==> config.mk <==
export PLATFORM = sky130hd
export DESIGN_NAME = ipd_power_ctrl
export DESIGN_NICKNAME = d
export VERILOG_FILES = /design/src/ipd_pkg.sv /design/src/ipd_power_ctrl.sv
export SDC_FILE = /design/constraint.sdc
export NUM_CORES = 1
export LEC_CHECK = 0
export BUFFER_PORTS_ARGS = -buffer_cell sky130_fd_sc_hd__buf_2
export CORE_ASPECT_RATIO = 1.5
export CORE_MARGIN = 2
export CORE_UTILIZATION = 44
export DETAILED_ROUTE_END_ITERATION = 16
export GPL_ROUTABILITY_DRIVEN = 0
export GPL_TIMING_DRIVEN = 0
export PLACE_DENSITY_LB_ADDON = 0.08
export SKIP_LAST_GASP = 1
export SYNTH_ARGS = -nofsm -noshare
export SYNTH_HDL_FRONTEND = slang
export SYNTH_SLANG_ARGS = --single-unit
==> constraint.sdc <==
create_clock -name clk -period 2 [get_ports clk]
set_clock_uncertainty 0.1 [all_clocks]
set_input_delay 0.5 -clock clk [delete_from_list [all_inputs] [get_ports clk]]
set_output_delay 0.5 -clock clk [all_outputs]
set_load 0.02 [all_outputs]
==> src/ipd_pkg.sv <==
// Constants and types for the idle and power-down controller.
// Assumes one 250 MHz clock that also stands for the oscillator.
`default_nettype none
package ipd_pkg;
  typedef logic [7:0] ipd_byte_t;
  typedef logic [31:0] ipd_word_t;
  typedef logic [3:0] ipd_addr_t;
  typedef enum logic [2:0] {
    ST_RUN, ST_IDLE, ST_PDOWN, ST_SETTLE, ST_WAKE, ST_INIT
  } ipd_state_t;
  // Register byte offsets
  localparam ipd_addr_t PWR_CTRL_OFF = 4'h0;
  localparam ipd_addr_t STATUS_OFF = 4'h4;
  // Power control register fields
  localparam int IDLE_BIT = 0;
  localparam int SLEEP_BIT = 1;
  localparam int GF0_BIT = 2;
  localparam int GF1_BIT = 3;
  localparam logic [3:0] PWR_CTRL_RST = 4'h0;
  // Values loaded by the internal reset sequence
  localparam ipd_byte_t SP_RST = 8'h07;
  localparam ipd_byte_t PORT_RST = 8'hff;
  // Machine cycle of twelve oscillator periods
  localparam int MC_LEN = 12;
  localparam logic [3:0] MC_LAST = 4'(MC_LEN - 1);
  localparam logic [3:0] SAMPLE_PHASE = 4'h9;
  localparam logic [1:0] RST_HOLD_MC = 2'h2;
  // Oscillator settle time after leaving power-down
  localparam int CLK_MHZ = 250;
  localparam int SETTLE_TIME_US = 10000;
  localparam int SETTLE_CYC = SETTLE_TIME_US * CLK_MHZ;
  // AXI responses
  localparam logic [1:0] RESP_OKAY = 2'h0;
  localparam logic [1:0] RESP_SLVERR = 2'h2;
endpackage
`default_nettype wire

==> src/ipd_power_ctrl.sv <==
// Idle and power-down controller with an AXI4-Lite register port.
// Assumes CPU, port and interrupt logic share clk; rstPin is async.
//
// Overview of operation
// Idle gates CPU clock, peripherals keep running
// Deep sleep stops the oscillator entirely
// Idle-setting write is the last before idle
// CPU state frozen while idle
// Idle holds port levels, strobes high
// Enabled interrupt clears idle bit, resumes
// Two general flags beside the mode bits
// Outside holds reset two machine cycles
// Reset pin clears idle bit directly
// RAM blocked until internal reset starts
// Power-down keeps RAM and registers
// Power-down drives latches, strobes low
// Only reset leaves power-down, oscillator settles
// Reset after power-down keeps RAM
// External memory: port 0 floats, port 2
// Internal reset loads ports and stack pointer
// Reset pin sampled once per machine cycle
// Both bits set means power-down wins
//
// The register offsets and the AXI4-Lite slave port were decided locally.
`timescale 1ns/1ps
`default_nettype none
module ipd_power_ctrl #(
  parameter int SETTLE_CYC = ipd_pkg::SETTLE_CYC
) (
  input wire logic clk,
  input wire logic rst,
  input wire ipd_pkg::ipd_addr_t s_axi_awaddr,
  input wire logic s_axi_awvalid,
  output logic s_axi_awready,
  input wire ipd_pkg::ipd_word_t s_axi_wdata,
  input wire logic [3:0] s_axi_wstrb,
  input wire logic s_axi_wvalid,
  output logic s_axi_wready,
  output logic [1:0] s_axi_bresp,
  output logic s_axi_bvalid,
  input wire logic s_axi_bready,
  input wire ipd_pkg::ipd_addr_t s_axi_araddr,
  input wire logic s_axi_arvalid,
  output logic s_axi_arready,
  output ipd_pkg::ipd_word_t s_axi_rdata,
  output logic [1:0] s_axi_rresp,
  output logic s_axi_rvalid,
  input wire logic s_axi_rready,
  input wire logic rstPin,
  input wire logic irqWake,
  input wire logic extMem,
  input wire ipd_pkg::ipd_byte_t cpuP0,
  input wire logic cpuP0Oe,
  input wire ipd_pkg::ipd_byte_t cpuP1,
  input wire ipd_pkg::ipd_byte_t cpuP2,
  input wire ipd_pkg::ipd_byte_t cpuP3,
  input wire ipd_pkg::ipd_byte_t latchP0,
  input wire ipd_pkg::ipd_byte_t latchP1,
  input wire ipd_pkg::ipd_byte_t latchP2,
  input wire ipd_pkg::ipd_byte_t latchP3,
  input wire ipd_pkg::ipd_byte_t addrHigh,
  input wire logic cpuAle,
  input wire logic cpuProgFetchStrobeN,
  output logic cpuClkEn_q,
  output logic periphClkEn_q,
  output logic oscRun_q,
  output logic ramBlock_q,
  output logic sfrInit_q,
  output ipd_pkg::ipd_byte_t stackInit_q,
  output ipd_pkg::ipd_byte_t p0Out_q,
  output logic p0Oe_q,
  output ipd_pkg::ipd_byte_t p1Out_q,
  output ipd_pkg::ipd_byte_t p2Out_q,
  output ipd_pkg::ipd_byte_t p3Out_q,
  output logic aleOut_q,
  output logic progFetchStrobeN_q
);
  import ipd_pkg::*;

  // ********************************
  // Reset pin sampling
  // ********************************
  logic [1:0] pinSync_q;
  logic [3:0] mcPhase_q;
  logic [1:0] hits_q;
  ipd_state_t st_q;
  ipd_state_t st_d;
  logic [31:0] settleCnt_q;
  logic [3:0] pwr_q;
  logic [3:0] pwr_d;

  wire pinLvl = pinSync_q[1];
  wire frozen = (st_q == ST_PDOWN);
  // once per machine cycle
  wire mcSample = !frozen && (mcPhase_q == SAMPLE_PHASE);
  wire pinHeld = (hits_q == RST_HOLD_MC);
  wire settleDone = (settleCnt_q == 32'(SETTLE_CYC - 1));

  // Two-stage synchroniser for the pin
  always_ff @(posedge clk) begin
    if (rst) pinSync_q <= 2'h0;
    else pinSync_q <= {pinSync_q[0], rstPin};
  end

  // phase counter stops
  always_ff @(posedge clk) begin
    if (rst) mcPhase_q <= 4'h0;
    else if (!frozen) mcPhase_q <= (mcPhase_q == MC_LAST) ? 4'h0 : mcPhase_q + 4'h1;
  end

  // count held samples
  always_ff @(posedge clk) begin
    if (rst) hits_q <= 2'h0;
    else if (mcSample) hits_q <= !pinLvl ? 2'h0 : (pinHeld ? hits_q : hits_q + 2'h1);
  end

  // ********************************
  // AXI4-Lite slave
  // ********************************
  ipd_addr_t awAddr_q;
  ipd_word_t wData_q;
  logic wStrb0_q;

  wire awTake = s_axi_awvalid && s_axi_awready;
  wire wTake = s_axi_wvalid && s_axi_wready;
  wire arTake = s_axi_arvalid && s_axi_arready;
  wire wrFire = !s_axi_awready && !s_axi_wready && !s_axi_bvalid;
  wire wrPwr = wrFire && (awAddr_q == PWR_CTRL_OFF);
  wire wrOk = wrPwr || (awAddr_q == STATUS_OFF);
  wire [2:0] stCode = st_q;
  wire [31:0] statusWord = {26'h0, oscRun_q, ramBlock_q, 1'b0, stCode};
  wire rdPwr = (s_axi_araddr == PWR_CTRL_OFF);
  wire rdStat = (s_axi_araddr == STATUS_OFF);
  wire [31:0] rdWord = rdPwr ? {28'h0, pwr_q} : (rdStat ? statusWord : 32'h0);

  // Address and data captured in either order
  always_ff @(posedge clk) begin
    if (rst) begin
      s_axi_awready <= 1'b1;
      s_axi_wready <= 1'b1;
      s_axi_bvalid <= 1'b0;
      s_axi_bresp <= RESP_OKAY;
    end else begin
      if (awTake) s_axi_awready <= 1'b0;
      if (wTake) s_axi_wready <= 1'b0;
      if (wrFire) begin
        s_axi_bvalid <= 1'b1;
        s_axi_bresp <= wrOk ? RESP_OKAY : RESP_SLVERR;
      end else if (s_axi_bvalid && s_axi_bready) begin
        s_axi_bvalid <= 1'b0;
        s_axi_awready <= 1'b1;
        s_axi_wready <= 1'b1;
      end
    end
  end

  // Write payload holding registers
  always_ff @(posedge clk) begin
    if (rst) begin
      awAddr_q <= 4'h0;
      wData_q <= 32'h0;
      wStrb0_q <= 1'b0;
    end else begin
      if (awTake) awAddr_q <= s_axi_awaddr;
      if (wTake) wData_q <= s_axi_wdata;
      if (wTake) wStrb0_q <= s_axi_wstrb[0];
    end
  end

  // Read channel, answer one cycle after address
  always_ff @(posedge clk) begin
    if (rst) begin
      s_axi_arready <= 1'b1;
      s_axi_rvalid <= 1'b0;
      s_axi_rdata <= 32'h0;
      s_axi_rresp <= RESP_OKAY;
    end else if (arTake) begin
      s_axi_arready <= 1'b0;
      s_axi_rvalid <= 1'b1;
      s_axi_rdata <= rdWord;
      s_axi_rresp <= (rdPwr || rdStat) ? RESP_OKAY : RESP_SLVERR;
    end else if (s_axi_rvalid && s_axi_rready) begin
      s_axi_rvalid <= 1'b0;
      s_axi_arready <= 1'b1;
    end
  end

  // ********************************
  // Power control register
  // ********************************
  wire idleWake = (st_q == ST_IDLE) && (irqWake || pinLvl);

  // Mode bits and general flags
  always_comb begin
    pwr_d = pwr_q;
    // hardware clear
    if (idleWake) pwr_d[IDLE_BIT] = 1'b0;
    // flags written with mode
    if (wrPwr && wStrb0_q) pwr_d = wData_q[3:0];
    // cleared by init
    if (st_q == ST_INIT) pwr_d = PWR_CTRL_RST;
  end

  always_ff @(posedge clk) begin
    if (rst) pwr_q <= PWR_CTRL_RST;
    else pwr_q <= pwr_d;
  end

  // ********************************
  // Mode sequencer
  // ********************************
  always_comb begin
    st_d = st_q;
    case (st_q)
      ST_RUN: begin
        // power-down before idle
        if (pinHeld) st_d = ST_INIT;
        else if (pwr_q[SLEEP_BIT]) st_d = ST_PDOWN;
        else if (pwr_q[IDLE_BIT]) st_d = ST_IDLE;
      end
      ST_IDLE: begin
        // pin ends idle
        if (pinLvl) st_d = ST_WAKE;
        else if (irqWake) st_d = ST_RUN;
      end
      ST_WAKE: begin
        // until reset takes over
        if (pinHeld) st_d = ST_INIT;
        else if (mcSample && !pinLvl) st_d = ST_RUN;
      end
      ST_PDOWN: begin
        // only reset exits
        if (pinLvl) st_d = ST_SETTLE;
      end
      ST_SETTLE: begin
        if (settleDone) st_d = ST_INIT;
      end
      ST_INIT: begin
        if (mcSample && !pinLvl) st_d = ST_RUN;
      end
      default: st_d = ST_RUN;
    endcase
  end

  always_ff @(posedge clk) begin
    if (rst) st_q <= ST_RUN;
    else st_q <= st_d;
  end

  // oscillator settle count
  always_ff @(posedge clk) begin
    if (rst) settleCnt_q <= 32'h0;
    else settleCnt_q <= (st_q == ST_SETTLE) ? settleCnt_q + 32'h1 : 32'h0;
  end

  // ********************************
  // Clocks, strobes and pins
  // ********************************
  // Port value for the coming state
  function automatic ipd_byte_t portNext(input ipd_state_t s, input ipd_byte_t cpu,
                                         input ipd_byte_t latch, input ipd_byte_t cur);
    ipd_byte_t v;
    v = cpu;
    if (s == ST_IDLE) v = cur;
    else if (s == ST_PDOWN || s == ST_SETTLE) v = latch;
    else if (s == ST_INIT) v = PORT_RST;
    return v;
  endfunction

  wire nIdle = (st_d == ST_IDLE);
  wire nDown = (st_d == ST_PDOWN) || (st_d == ST_SETTLE);
  wire nInit = (st_d == ST_INIT);
  wire nFloat = extMem && (nIdle || nDown);

  // clock gates
  always_ff @(posedge clk) begin
    if (rst) begin
      cpuClkEn_q <= 1'b1;
      periphClkEn_q <= 1'b1;
      oscRun_q <= 1'b1;
    end else begin
      cpuClkEn_q <= !(nIdle || nDown);
      periphClkEn_q <= !nDown;
      oscRun_q <= (st_d != ST_PDOWN);
    end
  end

  // RAM kept, init flags
  always_ff @(posedge clk) begin
    if (rst) begin
      ramBlock_q <= 1'b0;
      sfrInit_q <= 1'b0;
      stackInit_q <= 8'h00;
    end else begin
      ramBlock_q <= (st_d == ST_WAKE);
      sfrInit_q <= nInit;
      stackInit_q <= nInit ? SP_RST : 8'h00;
    end
  end

  // strobe levels
  always_ff @(posedge clk) begin
    if (rst) begin
      aleOut_q <= 1'b1;
      progFetchStrobeN_q <= 1'b1;
    end else begin
      aleOut_q <= nDown ? 1'b0 : (nIdle ? 1'b1 : cpuAle);
      progFetchStrobeN_q <= nDown ? 1'b0 : (nIdle ? 1'b1 : cpuProgFetchStrobeN);
    end
  end

  // port drive
  always_ff @(posedge clk) begin
    if (rst) begin
      p0Out_q <= PORT_RST;
      p0Oe_q <= 1'b0;
      p1Out_q <= PORT_RST;
      p2Out_q <= PORT_RST;
      p3Out_q <= PORT_RST;
    end else begin
      p0Out_q <= portNext(st_d, cpuP0, latchP0, p0Out_q);
      p0Oe_q <= (nFloat || nInit) ? 1'b0 : (nIdle ? p0Oe_q : (nDown || cpuP0Oe));
      p1Out_q <= portNext(st_d, cpuP1, latchP1, p1Out_q);
      p2Out_q <= (extMem && nIdle) ? addrHigh : portNext(st_d, cpuP2, latchP2, p2Out_q);
      p3Out_q <= portNext(st_d, cpuP3, latchP3, p3Out_q);
    end
  end

  // ********************************
  // Assertions
  // ********************************
  idle_gate_a: assert property (@(posedge clk) disable iff (rst)
    (st_q == ST_IDLE) |-> (!cpuClkEn_q && periphClkEn_q && oscRun_q))
    else $error("idle clock gating wrong");

  osc_stop_a: assert property (@(posedge clk) disable iff (rst)
    (st_q == ST_PDOWN) |-> (!oscRun_q && !periphClkEn_q && !cpuClkEn_q))
    else $error("oscillator not stopped");

  idle_entry_a: assert property (@(posedge clk) disable iff (rst)
    (wrPwr && wStrb0_q && wData_q[1:0] == 2'h1 && st_q == ST_RUN && hits_q == 2'h0)
    |=> ##1 (st_q == ST_IDLE && !cpuClkEn_q))
    else $error("idle not entered after write");

  idle_pins_a: assert property (@(posedge clk) disable iff (rst)
    (st_q == ST_IDLE && $past(st_q) == ST_IDLE)
    |-> (aleOut_q && progFetchStrobeN_q && $stable(p1Out_q) && $stable(p3Out_q)))
    else $error("idle pins moved");

  irq_wake_a: assert property (@(posedge clk) disable iff (rst)
    (st_q == ST_IDLE && irqWake && !pinLvl)
    |=> (st_q == ST_RUN && !pwr_q[IDLE_BIT] && cpuClkEn_q))
    else $error("interrupt did not end idle");

  pin_clear_a: assert property (@(posedge clk) disable iff (rst)
    (st_q == ST_IDLE && pinLvl) |=> (st_q == ST_WAKE && !pwr_q[IDLE_BIT]))
    else $error("pin did not clear idle");

  ram_block_a: assert property (@(posedge clk) disable iff (rst)
    (st_q == ST_WAKE) |-> (ramBlock_q && cpuClkEn_q && !sfrInit_q))
    else $error("RAM not blocked in wake");

  pd_drive_a: assert property (@(posedge clk) disable iff (rst)
    (st_q == ST_PDOWN && $past(st_q) == ST_PDOWN)
    |-> (!aleOut_q && !progFetchStrobeN_q && p1Out_q == $past(latchP1)))
    else $error("power-down pins wrong");

  settle_len_a: assert property (@(posedge clk) disable iff (rst)
    ($past(st_q) == ST_SETTLE && st_q == ST_INIT)
    |-> ($past(settleCnt_q) == 32'(SETTLE_CYC - 1)))
    else $error("settle time wrong");

  ext_float_a: assert property (@(posedge clk) disable iff (rst)
    (extMem && st_q == ST_PDOWN) |-> (!p0Oe_q && p2Out_q == $past(latchP2)))
    else $error("external memory pins wrong");

  init_value_a: assert property (@(posedge clk) disable iff (rst)
    (st_q == ST_INIT) |-> (sfrInit_q && stackInit_q == SP_RST && p3Out_q == PORT_RST))
    else $error("init values wrong");

  sample_phase_a: assert property (@(posedge clk) disable iff (rst)
    $changed(hits_q) |-> ($past(mcPhase_q) == SAMPLE_PHASE))
    else $error("pin sampled off phase");

  both_bits_a: assert property (@(posedge clk) disable iff (rst)
    (wrPwr && wStrb0_q && wData_q[1:0] == 2'h3 && st_q == ST_RUN && hits_q == 2'h0)
    |=> ##1 (st_q == ST_PDOWN))
    else $error("power-down did not win");
endmodule
`default_nettype wire

==> metrics.md, run 1 <==
| Metric | Value |
|---|---|
| Ys flop type | `dfxtp_1` |
| GRT Overall Usage | `23.18%` |
| Critical path class | `reg -> reg` |
| Worst r2r path cells | `7` |
| Final setup violation count | `46` |
| DRT iter0 DRCs | `226` |
| Sink Count | `109` |
| Initial antenna violation count | `0` |
| Worst hold endpoint | `pinSync_q[0]` |
| Die X | `around 95 um` |
| Worst-Margin Slew | `0.7279 ns` |
| DR DRC count | `0` |
| Crit path depth | `7` |
| Vias in the first global route | `roughly 5,000` |
| RSZ-0062 raised after global routing | `yes` |
| Synth-to-Final Area Change | `35.39%` |
| Worst hold path class | `in -> reg` |
| CTS tree | `built` |
| Nets@finish | `~970` |
| Synthesized area | `approximately 0.0055 sq mm` |
| Reg power frac | `between 40 and 50%` |
| DRT Wirelength | `16.28 mm` |
| Crit end category | `flop` |
| Worst Path Required | `2.18 ns` |
| Initial Util | `45.40%` |
| Design Area, Final | `0.007386 sq mm` |
| LEAKAGE | `0.003139 uW` |
| CP max stage delay | `~0.50 ns` |
| WL/cell | `16.40 um` |
| Yosys cell types | `55` |
| CTS Hold Bufs | `0` |
| Max-Cap Viols | `0` |
| CTS buffer count | `9` |
| Synth warn | `0` |
| Slowest CP cell | `or4_4` |
| Worst-Skew Late Latency | `between 0.3 and 0.4 ns` |
| R2r setup slk | `-0.24 ns` |
| Mapped Cells | `629` |
| Fraction of layout cells with a size suffix above 1 | `39.76%` |
| Hold Startpoint | `rstPin` |
| Critical path arrival | `2.42 ns` |
| Failing checks | `negative setup slack` |
| First-pass GRT wire length | `about 24 mm` |
| Vias per cell | `5.268` |
| Most frequent cells in the layout | `155 x buf_2, 90 x dfxtp_1, 58 x nor2_1, 47 x inv_1, 46 x buf_4` |
| Pre-CTS WS | `-0.8598 ns` |
| Fmax | `between 400 and 500 MHz` |
| Minimum hold slack | `0.2599 ns` |
| CP startpoint | `settleCnt_q[0]` |
| Clk pwr share | `41.9%` |
| Initial DRT Pass Iterations | `4` |
| I/O pins | `218` |
| Setup slack after layout | `-0.2388 ns` |
| Ant diodes | `0` |
| Worst r2r src | `settleCnt_q[0]` |
| Relative slew slack | `about half` |
| Register area share after synthesis | `40.00%` |
| Clock Root Buffer | `clkbuf_16` |
| P per Cell Area | `696.1 mW/mm^2` |
| Total congestion overflow | `0` |
| Number of synthesized register bits | `109` |
| Switch share | `a little under a quarter` |
| CP cell instances | `nand2_2 -> or3_1 -> buf_6 -> or4_4 -> buf_6 -> or3_1 -> a21oi_1` |
| Worst path buffer plus inverter count | `2` |
| Fillcell total | `1,078` |
| Pin count of the biggest net entering global routing | `18` |
| Fraction of registers with async set or reset after synthesis | `0%` |
| Worst path top cell family by delay | `simple AND/OR/NAND/NOR gates` |
| Startpoint types | `flop` |
| Core ar. | `between 0.01 and 0.015 sq mm` |
| Final hold vios | `0` |
| Full die area | `0.01332 sq mm` |
| Crit share post-route | `111.9%` |
| Post-DRT Antenna Nets | `0` |
| Placed cell area | `0.006606 sq mm` |
| Number of I/O port buffers | `152` |
| Max Transition Viols Final | `0` |
| Minimum clock period | `2.239 ns` |
| Clock buffer depth | `2` |
| Syn_area_per_cell | `8.673 sq um` |
| Worst-path clk slew | `0.07 ns` |
| Critical path fanouts, max | `7` |
| Most common cell after layout, fill and taps aside | `buf_2` |
| WHS Path Cells | `2` |
| Logic gate share of total power | `13.4%` |
| Reg2Reg Capture Point | `settleCnt_q[29]` |
| Outcome | `finished with violations` |
| Post-DP HPWL | `11.77 mm` |
| Peak VDD IR | `0.4114 mV` |
| Internal power | `roughly 3900 uW` |
| P_sw | `1226 uW` |
| EDFF count, synth | `0` |
| H-Tree Depth | `3` |
| Vias post-DR | `5,231` |
| Site Rows | `49` |
| Die height | `140.4 um` |
## how the worst max path moves through the flow
stage	end	slack (ns)
6_report	settleCnt_q[29]	-0.24
5_1_grt	settleCnt_q[29]	-0.31
4_1_cts	p2Out_q[0]	-0.20
3_5_place_dp	p2Out_q[3]	-0.86
3_3_place_gp	p2Out_q[1]	-0.77
2_1_floorplan	settleCnt_q[29]	-0.1
## layout make-up
type	instances	area [sq um]	area share, %
plain buffers	77	546.8	7.403
clock buffers	10	229.0	3.100
clock inverters	6	135.1	1.830
multi-input cells	421	2937	39.76
repair buffers	167	945.9	12.81
well taps	153	191.4	2.592
flip-flops and latches	109	2213	29.97
inverters	50	187.7	2.541
## power groups by stage
stage / Combinational (uW) / Clock [uW] / Sequential, uW
after CTS: 668 / 2190 / 2300
after global placement: 644 / 0 / 2340
after global routing: 748 / 2270 / 2300
after floorplan: 356 / 0 / 2410
after detailed placement: 654 / 0 / 2350
final: 690 / 2160 / 2300
## cells in the mapped netlist, types with 10 or more instances
cell type / instances / share of area (%)
clkbuf_1: 30 / 2.1
xnor2_1: 18 / 2.9
mux2_2: 32 / 6.6
o32a_1: 24 / 4.4
nand2_1: 28 / 1.9
buf_4: 36 / 5.0
inv_1: 49 / 3.4
o21ai_0: 13 / 1.2
a21oi_1: 32 / 2.9
nor2_1: 59 / 4.1
dfxtp_1: 109 / 40
nand3_1: 26 / 2.4
o211ai_1: 24 / 3.3
o221ai_1: 10 / 1.6
or3_1: 11 / 1.3
nor3_1: 17 / 1.6
## logic make-up after synthesis
| group | after synthesis | share of synthesized area (%) |
|---|---|---|
| fa+ha+maj | 4 | 0.9175 |
| buf+inv | 131 | 11.83 |
| compound gates | 134 | 18.23 |
| flops | 109 | 40.00 |
| mux | 41 | 8.257 |
| other cells | 1 | 0.06874 |
| simple gates | 186 | 17.00 |
| xor+xnor | 23 | 3.693 |
## metrics by stage
stage | TNS (ns) | util (%) | total power [uW] | instances
after detailed placement | -30.16 | 54.98 | 2999 | 966
after floorplan | -0.7048 | - | 2768 | 661
after global routing | -10.27 | 61.46 | 5321 | 993
after CTS | -6.901 | 59.71 | 5158 | 989
final | -6.438 | 61.46 | 5141 | 993
after global placement | -26.87 | 54.98 | 2986 | 966
## metal layers
metal	track usage [%]	share of wire [%]
met4	6.941	0.94
met3	2.959	4.5
met2	44.27	56
met5	0	0
met1	25.96	39
## sequential cells by signal (all words and copies together) (netlist names), 2 cells and up
register,flops
s_axi_rdata,6
pwr_q,4
hits_q,2
p1Out_q,8
stCode,3
wData_q,4
awAddr_q,4
settleCnt_q,32
p2Out_q,8
mcPhase_q,4
p3Out_q,8
pinSync_q,2
p0Out_q,8
## timing repair
| item | CTS | global route |
|---|---|---|
| setup endpoints to repair | 81 | 75 |
| cloned | 1 | 3 |
| pin swaps | 6 | 5 |
| resized for setup | 44 | 39 |
| setup buffers | 10 | 1 |
Power figures use the tool's default switching activity.
==> inputs of run 2 (changes only) <==
--- a/config.mk
+++ b/config.mk
@@ -5,6 +5,7 @@
 export SDC_FILE = /design/constraint.sdc
 export NUM_CORES = 1
 export LEC_CHECK = 0
+export ABC_AREA = 1
 export BUFFER_PORTS_ARGS = -buffer_cell sky130_fd_sc_hd__buf_2
 export CORE_ASPECT_RATIO = 1.5
 export CORE_MARGIN = 2
@@ -13,6 +14,7 @@
 export GPL_ROUTABILITY_DRIVEN = 0
 export GPL_TIMING_DRIVEN = 0
 export PLACE_DENSITY_LB_ADDON = 0.08
+export REMOVE_ABC_BUFFERS = 1
 export SKIP_LAST_GASP = 1
 export SYNTH_ARGS = -nofsm -noshare
 export SYNTH_HDL_FRONTEND = slang
==> run 2 against run 1 <==
Against the previous run:
- the run still ends with negative setup slack left
- hold slack got worse by 0.013 ns
- worst setup slack improved by 0.13 ns
- non-clock buffer count fell by 38
- sequential power rose by 8%
- area after synthesis rose by 2.3%
- core utilization fell by 0.79 points
- synthesized cell count rose by 27%
- power rose by 18%
- count of clock-buffer cells in the layout fell by 1
- routed wire length rose by 10%
- sequential share of layout area fell by 0.93 points
- cell area rose by 2.3%
==> metrics.md, run 2 <==
| Metric | Value |
|---|---|
| Crit share post-route | `105.3% (was 111.9%)` |
| Worst path buffer plus inverter count | `3 (was 2)` |
| Fmax | `474.7 MHz (was 446.7 MHz)` |
| Nets@finish | `1,126 (was 968)` |
| Number of I/O port buffers | `153 (was 152)` |
| Failing checks | `negative setup slack (unchanged)` |
| Ant diodes | `0 (unchanged)` |
| Worst r2r src | `settleCnt_q[0] (unchanged)` |
| Number of synthesized register bits | `109 (unchanged)` |
| Ys flop type | `dfxtp_1 (unchanged)` |
| Full die area | `0.01362 sq mm (was 0.01332 sq mm)` |
| Max Transition Viols Final | `0 (unchanged)` |
| Post-DP HPWL | `11.02 mm (was 11.77 mm)` |
| Die height | `142.0 um (was 140.4 um)` |
| CP startpoint | `settleCnt_q[0] (unchanged)` |
| Total congestion overflow | `0 (unchanged)` |
| Worst path top cell family by delay | `simple AND/OR/NAND/NOR gates (unchanged)` |
| Tot Pwr | `6049 uW (was 5141 uW)` |
| Register area share after synthesis | `39.09% (was 40.00%)` |
| Post-DRT Antenna Nets | `0 (unchanged)` |
| Site Rows | `50 (was 49)` |
| Worst setup path endpoint | `p2Out_q[1] (was settleCnt_q[29])` |
| Relative slew slack | `62.66% (was 51.47%)` |
| CP max stage delay | `0.36 ns (was 0.50 ns)` |
| CTS buffer count | `9 (unchanged)` |
| H-Tree Depth | `3 (unchanged)` |
| WHS Path Cells | `3 (was 2)` |
| Synth-to-Final Area Change | `35.30% (was 35.39%)` |
| Worst Path Required | `2.20 ns (was 2.18 ns)` |
| Crit end category | `flop (unchanged)` |
| Fraction of layout cells with a size suffix above 1 | `31.46% (was 39.76%)` |
| Pin count of the biggest net entering global routing | `52 (was 18)` |
| Synthesized area | `0.005583 sq mm (was 0.005455 sq mm)` |
| Most common cell in the netlist | `nor2_1 (was dfxtp_1)` |
| Worst-Margin Slew | `0.5571 ns (was 0.7279 ns)` |
| DR DRC count | `0 (unchanged)` |
| Synth warn | `0 (unchanged)` |
| Outcome | `finished with violations (unchanged)` |
| Area share of the largest cell type after synthesis | `39.09% (was 40.00%)` |
| Reg2Reg Capture Point | `p2Out_q[1] (was settleCnt_q[29])` |
| Area leader, netlist | `dfxtp_1 (unchanged)` |
| Commonest cells in the netlist | `129 x nor2_1, 112 x nand2_1, 109 x dfxtp_1 (was 109 x dfxtp_1, 59 x nor2_1, 49 x inv_1)` |
| GRT Overall Usage | `25.39% (was 23.18%)` |
| Worst r2r path cells | `15 (was 7)` |
| CTS Hold Bufs | `0 (unchanged)` |
| Max FFs per register | `32 (unchanged)` |
| Critical path fanouts, max | `6 (was 7)` |
| Core ar. | `0.01245 sq mm (was 0.01202 sq mm)` |
| Worst-Skew Late Latency | `0.35 ns (about the same)` |
| Clock Root Buffer | `clkbuf_16 (unchanged)` |
| Vias post-DR | `5,926 (was 5,231)` |
| Clock buffer depth | `2 (unchanged)` |
| EDFF count, synth | `0 (unchanged)` |
| Initial DRT Pass Iterations | `4 (unchanged)` |
| DRT Wirelength | `17.95 mm (was 16.28 mm)` |
| WL/cell | `15.55 um (was 16.40 um)` |
| Utilization after layout | `60.67% (was 61.46%)` |
| CTS tree | `built (unchanged)` |
| Fraction of registers with async set or reset after synthesis | `0% (unchanged)` |
| Worst-path clk slew | `0.08 ns (was 0.07 ns)` |
| LEAKAGE | `0.003223 uW (was 0.003139 uW)` |
| First-pass GRT wire length | `26.88 mm (was 24.42 mm)` |
| I/O pins | `218 (unchanged)` |
| Critical path class | `reg -> reg (unchanged)` |
| Most frequent cells in the layout | `152 x buf_2, 117 x nor2_1, 107 x nand2_1, 102 x dfxtp_1 (was 155 x buf_2, 90 x dfxtp_1, 58 x nor2_1, 47 x inv_1, 46 x buf_4)` |
| CP cell instances | `ha_4 -> nand2_4 -> nor2_4 -> nand3_2 -> nor2_4 -> nand2_4 -> nand2_8 -> nand3_4 -> buf_12 -> buf_12 -> nor2_4 -> nand3_1 -> nand2_1 -> inv_1 -> nand2_1 (was nand2_2 -> or3_1 -> buf_6 -> or4_4 -> buf_6 -> or3_1 -> a21oi_1)` |
| Slowest CP cell | `dfxtp_2 (was or4_4)` |
| Sink Count | `109 (unchanged)` |
| Die X | `95.97 um (was 94.92 um)` |
| Setup slack after layout | `-0.1068 ns (was -0.2388 ns)` |
| P per Cell Area | `800.8 mW/mm^2 (was 696.1 mW/mm^2)` |
| Startpoint types | `flop (unchanged)` |
| Final hold vios | `0 (unchanged)` |
| Most common cell after layout, fill and taps aside | `buf_2 (unchanged)` |
| Initial antenna violation count | `0 (unchanged)` |
| DRT iter0 DRCs | `291 (was 226)` |
| Minimum clock period | `2.107 ns (was 2.239 ns)` |
| Vias per cell | `5.135 (was 5.268)` |
| Initial Util | `44.84% (was 45.40%)` |
| Mapped Cells | `798 (was 629)` |
| Crit path depth | `15 (was 7)` |
| Peak VDD IR | `0.5028 mV (was 0.4114 mV)` |
| Yosys cell types | `43 (was 55)` |
| Max-Cap Viols | `0 (unchanged)` |
| CP most frequent cell | `nor2_4` |
| Worst hold path class | `in -> reg (unchanged)` |
| R2r setup slk | `-0.11 ns (was -0.24 ns)` |
| Syn_area_per_cell | `6.996 sq um (was 8.673 sq um)` |
| RSZ-0062 raised after global routing | `yes (unchanged)` |
| Vias in the first global route | `5,545 (was 5,045)` |
| Synth area leaders | `dfxtp_1 39%, nor2_1 8.7%, nand2_1 7.5% (was dfxtp_1 40%, mux2_2 6.6%, buf_4 5.0%)` |
| Final setup violation count | `33 (was 46)` |
| Largest Register | `settleCnt_q (unchanged)` |
| Critical path arrival | `2.30 ns (was 2.42 ns)` |
run 2: final cells by class:
type | count | area [sq um]
inverters | 85 | 339.1
repair inverters | 2 | 13.76
flip-flops and latches | 109 | 2193
multi-input cells | 580 | 3181
repair buffers | 206 | 1313
clock buffers | 9 | 225.2
well taps | 156 | 195.2
fillers | 1169 | 4896
clock inverters | 7 | 93.84
run 2: worst min path at each step:
| stage | slack, ns | start | to |
|---|---|---|---|
| after floorplan | 0.29 | pinSync_q[0] | pinSync_q[1] |
| after global placement | 0.29 | pinSync_q[0] | pinSync_q[1] |
| after detailed placement | 0.30 | pinSync_q[0] | pinSync_q[1] |
| after CTS | 0.24 | rstPin | pinSync_q[0] |
| after global routing | 0.25 | rstPin | pinSync_q[0] |
| final | 0.25 | rstPin | pinSync_q[0] |
run 2: where the power goes:
part           internal (uW)  total, uW  switching, uW
clock network           1010       1900            895
registers               2370       2480            112
logic                    648       1670           1020
total                   4020       6050           2030
run 2: timing repair:
item	4_1_cts	5_1_grt
gates cloned	12	3
setup endpoints to repair	94	60
resized for setup	51	56
setup buffers	35	17
pin swaps	18	17
run 2: worst min-delay path, stage by stage:
cell    delay [ns]
buf_2         0.09
inv_1         0.04
nor2_1        0.03
run 2: per-layer routing:
layer  GRT usage (%)  wire (um)  vias up
met4           8.346        480        0
met2           46.01       9843      192
met3           5.244        885       31
met1           29.10       6739     2754
met5               0          0        -
li1                -          -     2949
run 2: cell families (layout without fill, tap and decap cells):
kind of cell               Yosys count  in the layout  synth area share (%)
xor gates and xnor gates             3              3                0.4707
other                                1             33               0.06717
DFF                                109            109                 39.09
adders and majority gates            4              4                0.8965
AOI/OAI and AO/OA                  195            196                 19.30
buffers and inverters              152            309                 13.63
and+or+nand+nor                    334            344                 26.56
run 2: through the flow:
step / area [sq um] / hold slack, ns / setup slack, ns / setup TNS [ns] / cells
2_1_floorplan: 5264 / 0.2883 / -0.1796 / -4.522 / 763
3_3_place_gp: 6225 / 0.2893 / -1.688 / -81.40 / 1072
3_5_place_dp: 6225 / 0.3043 / -1.730 / -86.64 / 1072
4_1_cts: 7227 / 0.2357 / -0.1009 / -2.178 / 1135
5_1_grt: 7553 / 0.2465 / -0.2650 / -5.878 / 1154
6_report: 7553 / 0.2473 / -0.1068 / -1.952 / 1154
==> inputs of run 3 (changes only) <==
--- a/config.mk
+++ b/config.mk
@@ -13,7 +13,7 @@
 export DETAILED_ROUTE_END_ITERATION = 16
 export GPL_ROUTABILITY_DRIVEN = 0
 export GPL_TIMING_DRIVEN = 0
-export PLACE_DENSITY_LB_ADDON = 0.08
+export PLACE_DENSITY_LB_ADDON = 0.15
 export REMOVE_ABC_BUFFERS = 1
 export SKIP_LAST_GASP = 1
 export SYNTH_ARGS = -nofsm -noshare
==> run 3 against run 2 <==
Against the previous run:
- the flow still finishes with violations (negative setup slack)
- global-route usage shrank 1.3 points
- critical path depth grew 1
- hold slack lost 0.0042 ns
- cell count shrank 0.52%
- die area is the same
- core utilization shrank 0.060 points
- routed wire length shrank 5.3%
- register-to-register slack gained 0.04 ns
- fmax grew 2.1%
- cell area is essentially flat
- combinational power grew 4%
- critical endpoint is now p0Oe_q
- largest power group unchanged
- highest routed layer unchanged
==> metrics.md, run 3 (same netlist as run 2, synthesis figures left out) <==
| Metric | Value |
|---|---|
| Outcome | `finished with violations (unchanged)` |
| Failing checks | `negative setup slack (unchanged)` |
| Number of I/O port buffers | `153 (unchanged)` |
| Pin count of the biggest net entering global routing | `52 (unchanged)` |
| Total congestion overflow | `0 (unchanged)` |
| Worst-Margin Slew | `0.5983 ns (was 0.5571 ns)` |
| CTS buffer count | `9 (unchanged)` |
| Worst Path Required | `2.15 ns (was 2.20 ns)` |
| R2r setup slk | `-0.06 ns (was -0.11 ns)` |
| Pre-CTS WS | `-1.664 ns (was -1.730 ns)` |
| Max-Cap Viols | `0 (unchanged)` |
| Largest Register | `settleCnt_q (unchanged)` |
| Worst-path clk slew | `0.08 ns (about the same)` |
| Startpoint types | `flop (unchanged)` |
| Initial Util | `44.84% (unchanged)` |
| Most common cell after layout, fill and taps aside | `buf_2 (unchanged)` |
| Reg power frac | `41.5% (was 41.0%)` |
| Peak VDD IR | `0.6128 mV (was 0.5028 mV)` |
| Worst path top cell family by delay | `simple AND/OR/NAND/NOR gates (unchanged)` |
| Crit end category | `flop (unchanged)` |
| First-pass GRT wire length | `25.34 mm (was 26.88 mm)` |
| Internal power | `3935 uW (was 4019 uW)` |
| Die X | `95.97 um (unchanged)` |
| Reg2Reg Capture Point | `p0Oe_q (was p2Out_q[1])` |
| CP cell instances | `ha_4 -> nand2_4 -> nor2_4 -> nand3_2 -> nor2_4 -> nand2_4 -> nand2_8 -> buf_12 -> nand2_8 -> nor2_4 -> buf_12 -> nand2_8 -> nand2_4 -> nand2_1 -> nand2_1 -> nor2_1 (was ha_4 -> nand2_4 -> nor2_4 -> nand3_2 -> nor2_4 -> nand2_4 -> nand2_8 -> nand3_4 -> buf_12 -> buf_12 -> nor2_4 -> nand3_1 -> nand2_1 -> inv_1 -> nand2_1)` |
| Nets@finish | `1,120 (was 1,126)` |
| Initial antenna violation count | `0 (unchanged)` |
| Worst-Skew Late Latency | `0.35 ns (about the same)` |
| Worst r2r path cells | `16 (was 15)` |
| Die height | `142.0 um (unchanged)` |
| Clock buffer depth | `2 (unchanged)` |
| Worst path buffer plus inverter count | `2 (was 3)` |
| CTS tree | `built (unchanged)` |
| CP max stage delay | `0.36 ns (about the same)` |
| Full die area | `0.01362 sq mm (unchanged)` |
| DR DRC count | `0 (unchanged)` |
| Final hold vios | `0 (unchanged)` |
| Critical path fanouts, max | `7 (was 6)` |
| Logic gate share of total power | `28.9% (was 27.6%)` |
| GRT Overall Usage | `24.14% (was 25.39%)` |
| Worst r2r src | `settleCnt_q[0] (unchanged)` |
| Sink Count | `109 (unchanged)` |
| LEAKAGE | `0.003228 uW (was 0.003223 uW)` |
| Clock Root Buffer | `clkbuf_16 (unchanged)` |
| Vias in the first global route | `5,250 (was 5,545)` |
| Hold Startpoint | `rstPin (unchanged)` |
| P per Cell Area | `791.8 mW/mm^2 (was 800.8 mW/mm^2)` |
| Relative slew slack | `59.89% (was 62.66%)` |
| Site Rows | `50 (unchanged)` |
| Post-DRT Antenna Nets | `0 (unchanged)` |
| Ant diodes | `0 (unchanged)` |
| Slowest CP cell | `dfxtp_2 (unchanged)` |
| WL/cell | `14.81 um (was 15.55 um)` |
| Utilization after layout | `60.61% (was 60.67%)` |
| Critical path arrival | `2.21 ns (was 2.30 ns)` |
| Final setup violation count | `23 (was 33)` |
| I/O pins | `218 (unchanged)` |
| Initial DRT Pass Iterations | `4 (unchanged)` |
| Crit share post-route | `103.2% (was 105.3%)` |
| Worst hold path class | `in -> reg (unchanged)` |
| H-Tree Depth | `3 (unchanged)` |
| P_sw | `2040 uW (was 2030 uW)` |
| Switch share | `34.13% (was 33.56%)` |
| Post-DP HPWL | `10.35 mm (was 11.02 mm)` |
| Max FFs per register | `32 (unchanged)` |
| Critical path class | `reg -> reg (unchanged)` |
| Vias per cell | `5.059 (was 5.135)` |
| WHS Path Cells | `3 (unchanged)` |
| CTS Hold Bufs | `0 (unchanged)` |
| Minimum clock period | `2.063 ns (was 2.107 ns)` |
| Clk pwr share | `29.6% (was 31.4%)` |
| Max Transition Viols Final | `0 (unchanged)` |
| DRT Wirelength | `17.00 mm (was 17.95 mm)` |
| Vias post-DR | `5,808 (was 5,926)` |
| Crit path depth | `16 (was 15)` |
| Setup slack after layout | `-0.06333 ns (was -0.1068 ns)` |
| Setup TNS | `-0.5753 ns (was -1.952 ns)` |
| Fmax | `484.7 MHz (was 474.7 MHz)` |
| DRT iter0 DRCs | `190 (was 291)` |
| CP startpoint | `settleCnt_q[0] (unchanged)` |
| Fraction of layout cells with a size suffix above 1 | `32.66% (was 31.46%)` |
| Synth-to-Final Area Change | `35.16% (was 35.30%)` |
| Most frequent cells in the layout | `152 x buf_2, 112 x nor2_1, 106 x nand2_1, 101 x dfxtp_1, 75 x inv_1 (was 152 x buf_2, 117 x nor2_1, 107 x nand2_1, 102 x dfxtp_1)` |
| Worst setup path endpoint | `p0Oe_q (was p2Out_q[1])` |
| Tot Pwr | `5975 uW (was 6049 uW)` |
| RSZ-0062 raised after global routing | `yes (unchanged)` |
| Core ar. | `0.01245 sq mm (unchanged)` |
run 3: cell types whose count changed in the layout (fill, tap and decap cells not counted), sizes merged:
cell	delta
nand3	-1
nand2	+1
buf	-5
bufinv	-1
clkinvlp	+1
clkbuf	-1
run 3: cell type report:
type	count	area, sq um
timing repair inverter	2	12.51
multi-input combinational	580	3234
clock inverter	7	67.56
tap	156	195.2
sequential	109	2197
inverter	85	337.8
fill	1131	4903
timing repair buffer	200	1276
clock buffer	9	225.2
run 3: power by group through the flow:
stage / logic [uW] / registers, uW / clock network [uW]
after floorplan: 630 / 2710 / 0
after global placement: 1270 / 2510 / 0
after detailed placement: 1270 / 2510 / 0
after CTS: 1510 / 2470 / 1800
after global routing: 1870 / 2500 / 1870
final: 1730 / 2480 / 1770
run 3: worst min path at each step:
stage | to | slack, ns
3_5_place_dp | pinSync_q[1] | 0.29
4_1_cts | pinSync_q[0] | 0.24
2_1_floorplan | pinSync_q[1] | 0.29
6_report | pinSync_q[0] | 0.24
3_3_place_gp | pinSync_q[1] | 0.29
5_1_grt | s_axi_wready | 0.26
run 3: worst reg2reg max path: cells and delay by family, from the launching register on:
kind                     cells  cell delay (ns)
flip-flops                   1             0.36
buffers and inverters        2             0.26
AND/OR/NAND/NOR             13             1.07
adder cells (fa/ha/maj)      1             0.15
run 3: metal layers:
layer / part of all wire (%) / vias up / GRT usage [%]
li1: - / 2932 / -
met1: 39 / 2691 / 27.08
met2: 54 / 162 / 43.36
met3: 5.0 / 23 / 5.826
met4: 2.0 / 0 / 8.797
met5: 0 / - / 0
run 3: per-stage QoR:
stage	std cells	hold WS [ns]	instance area, sq um
after CTS	1131	0.2375	7202
after detailed placement	1072	0.2942	6225
after floorplan	763	0.2883	5264
after global routing	1148	0.2646	7546
final	1148	0.2431	7546
after global placement	1072	0.2907	6225
run 3: timing repair:
| item | in CTS | in global routing |
|---|---|---|
| gates cloned | 12 | 2 |
| setup buffers | 31 | 15 |
| gates resized for setup | 60 | 79 |
| pin swaps | 21 | 31 |
| endpoints found under the setup margin | 93 | 60 |
| endpoints found under the hold margin | 0 | 0 |
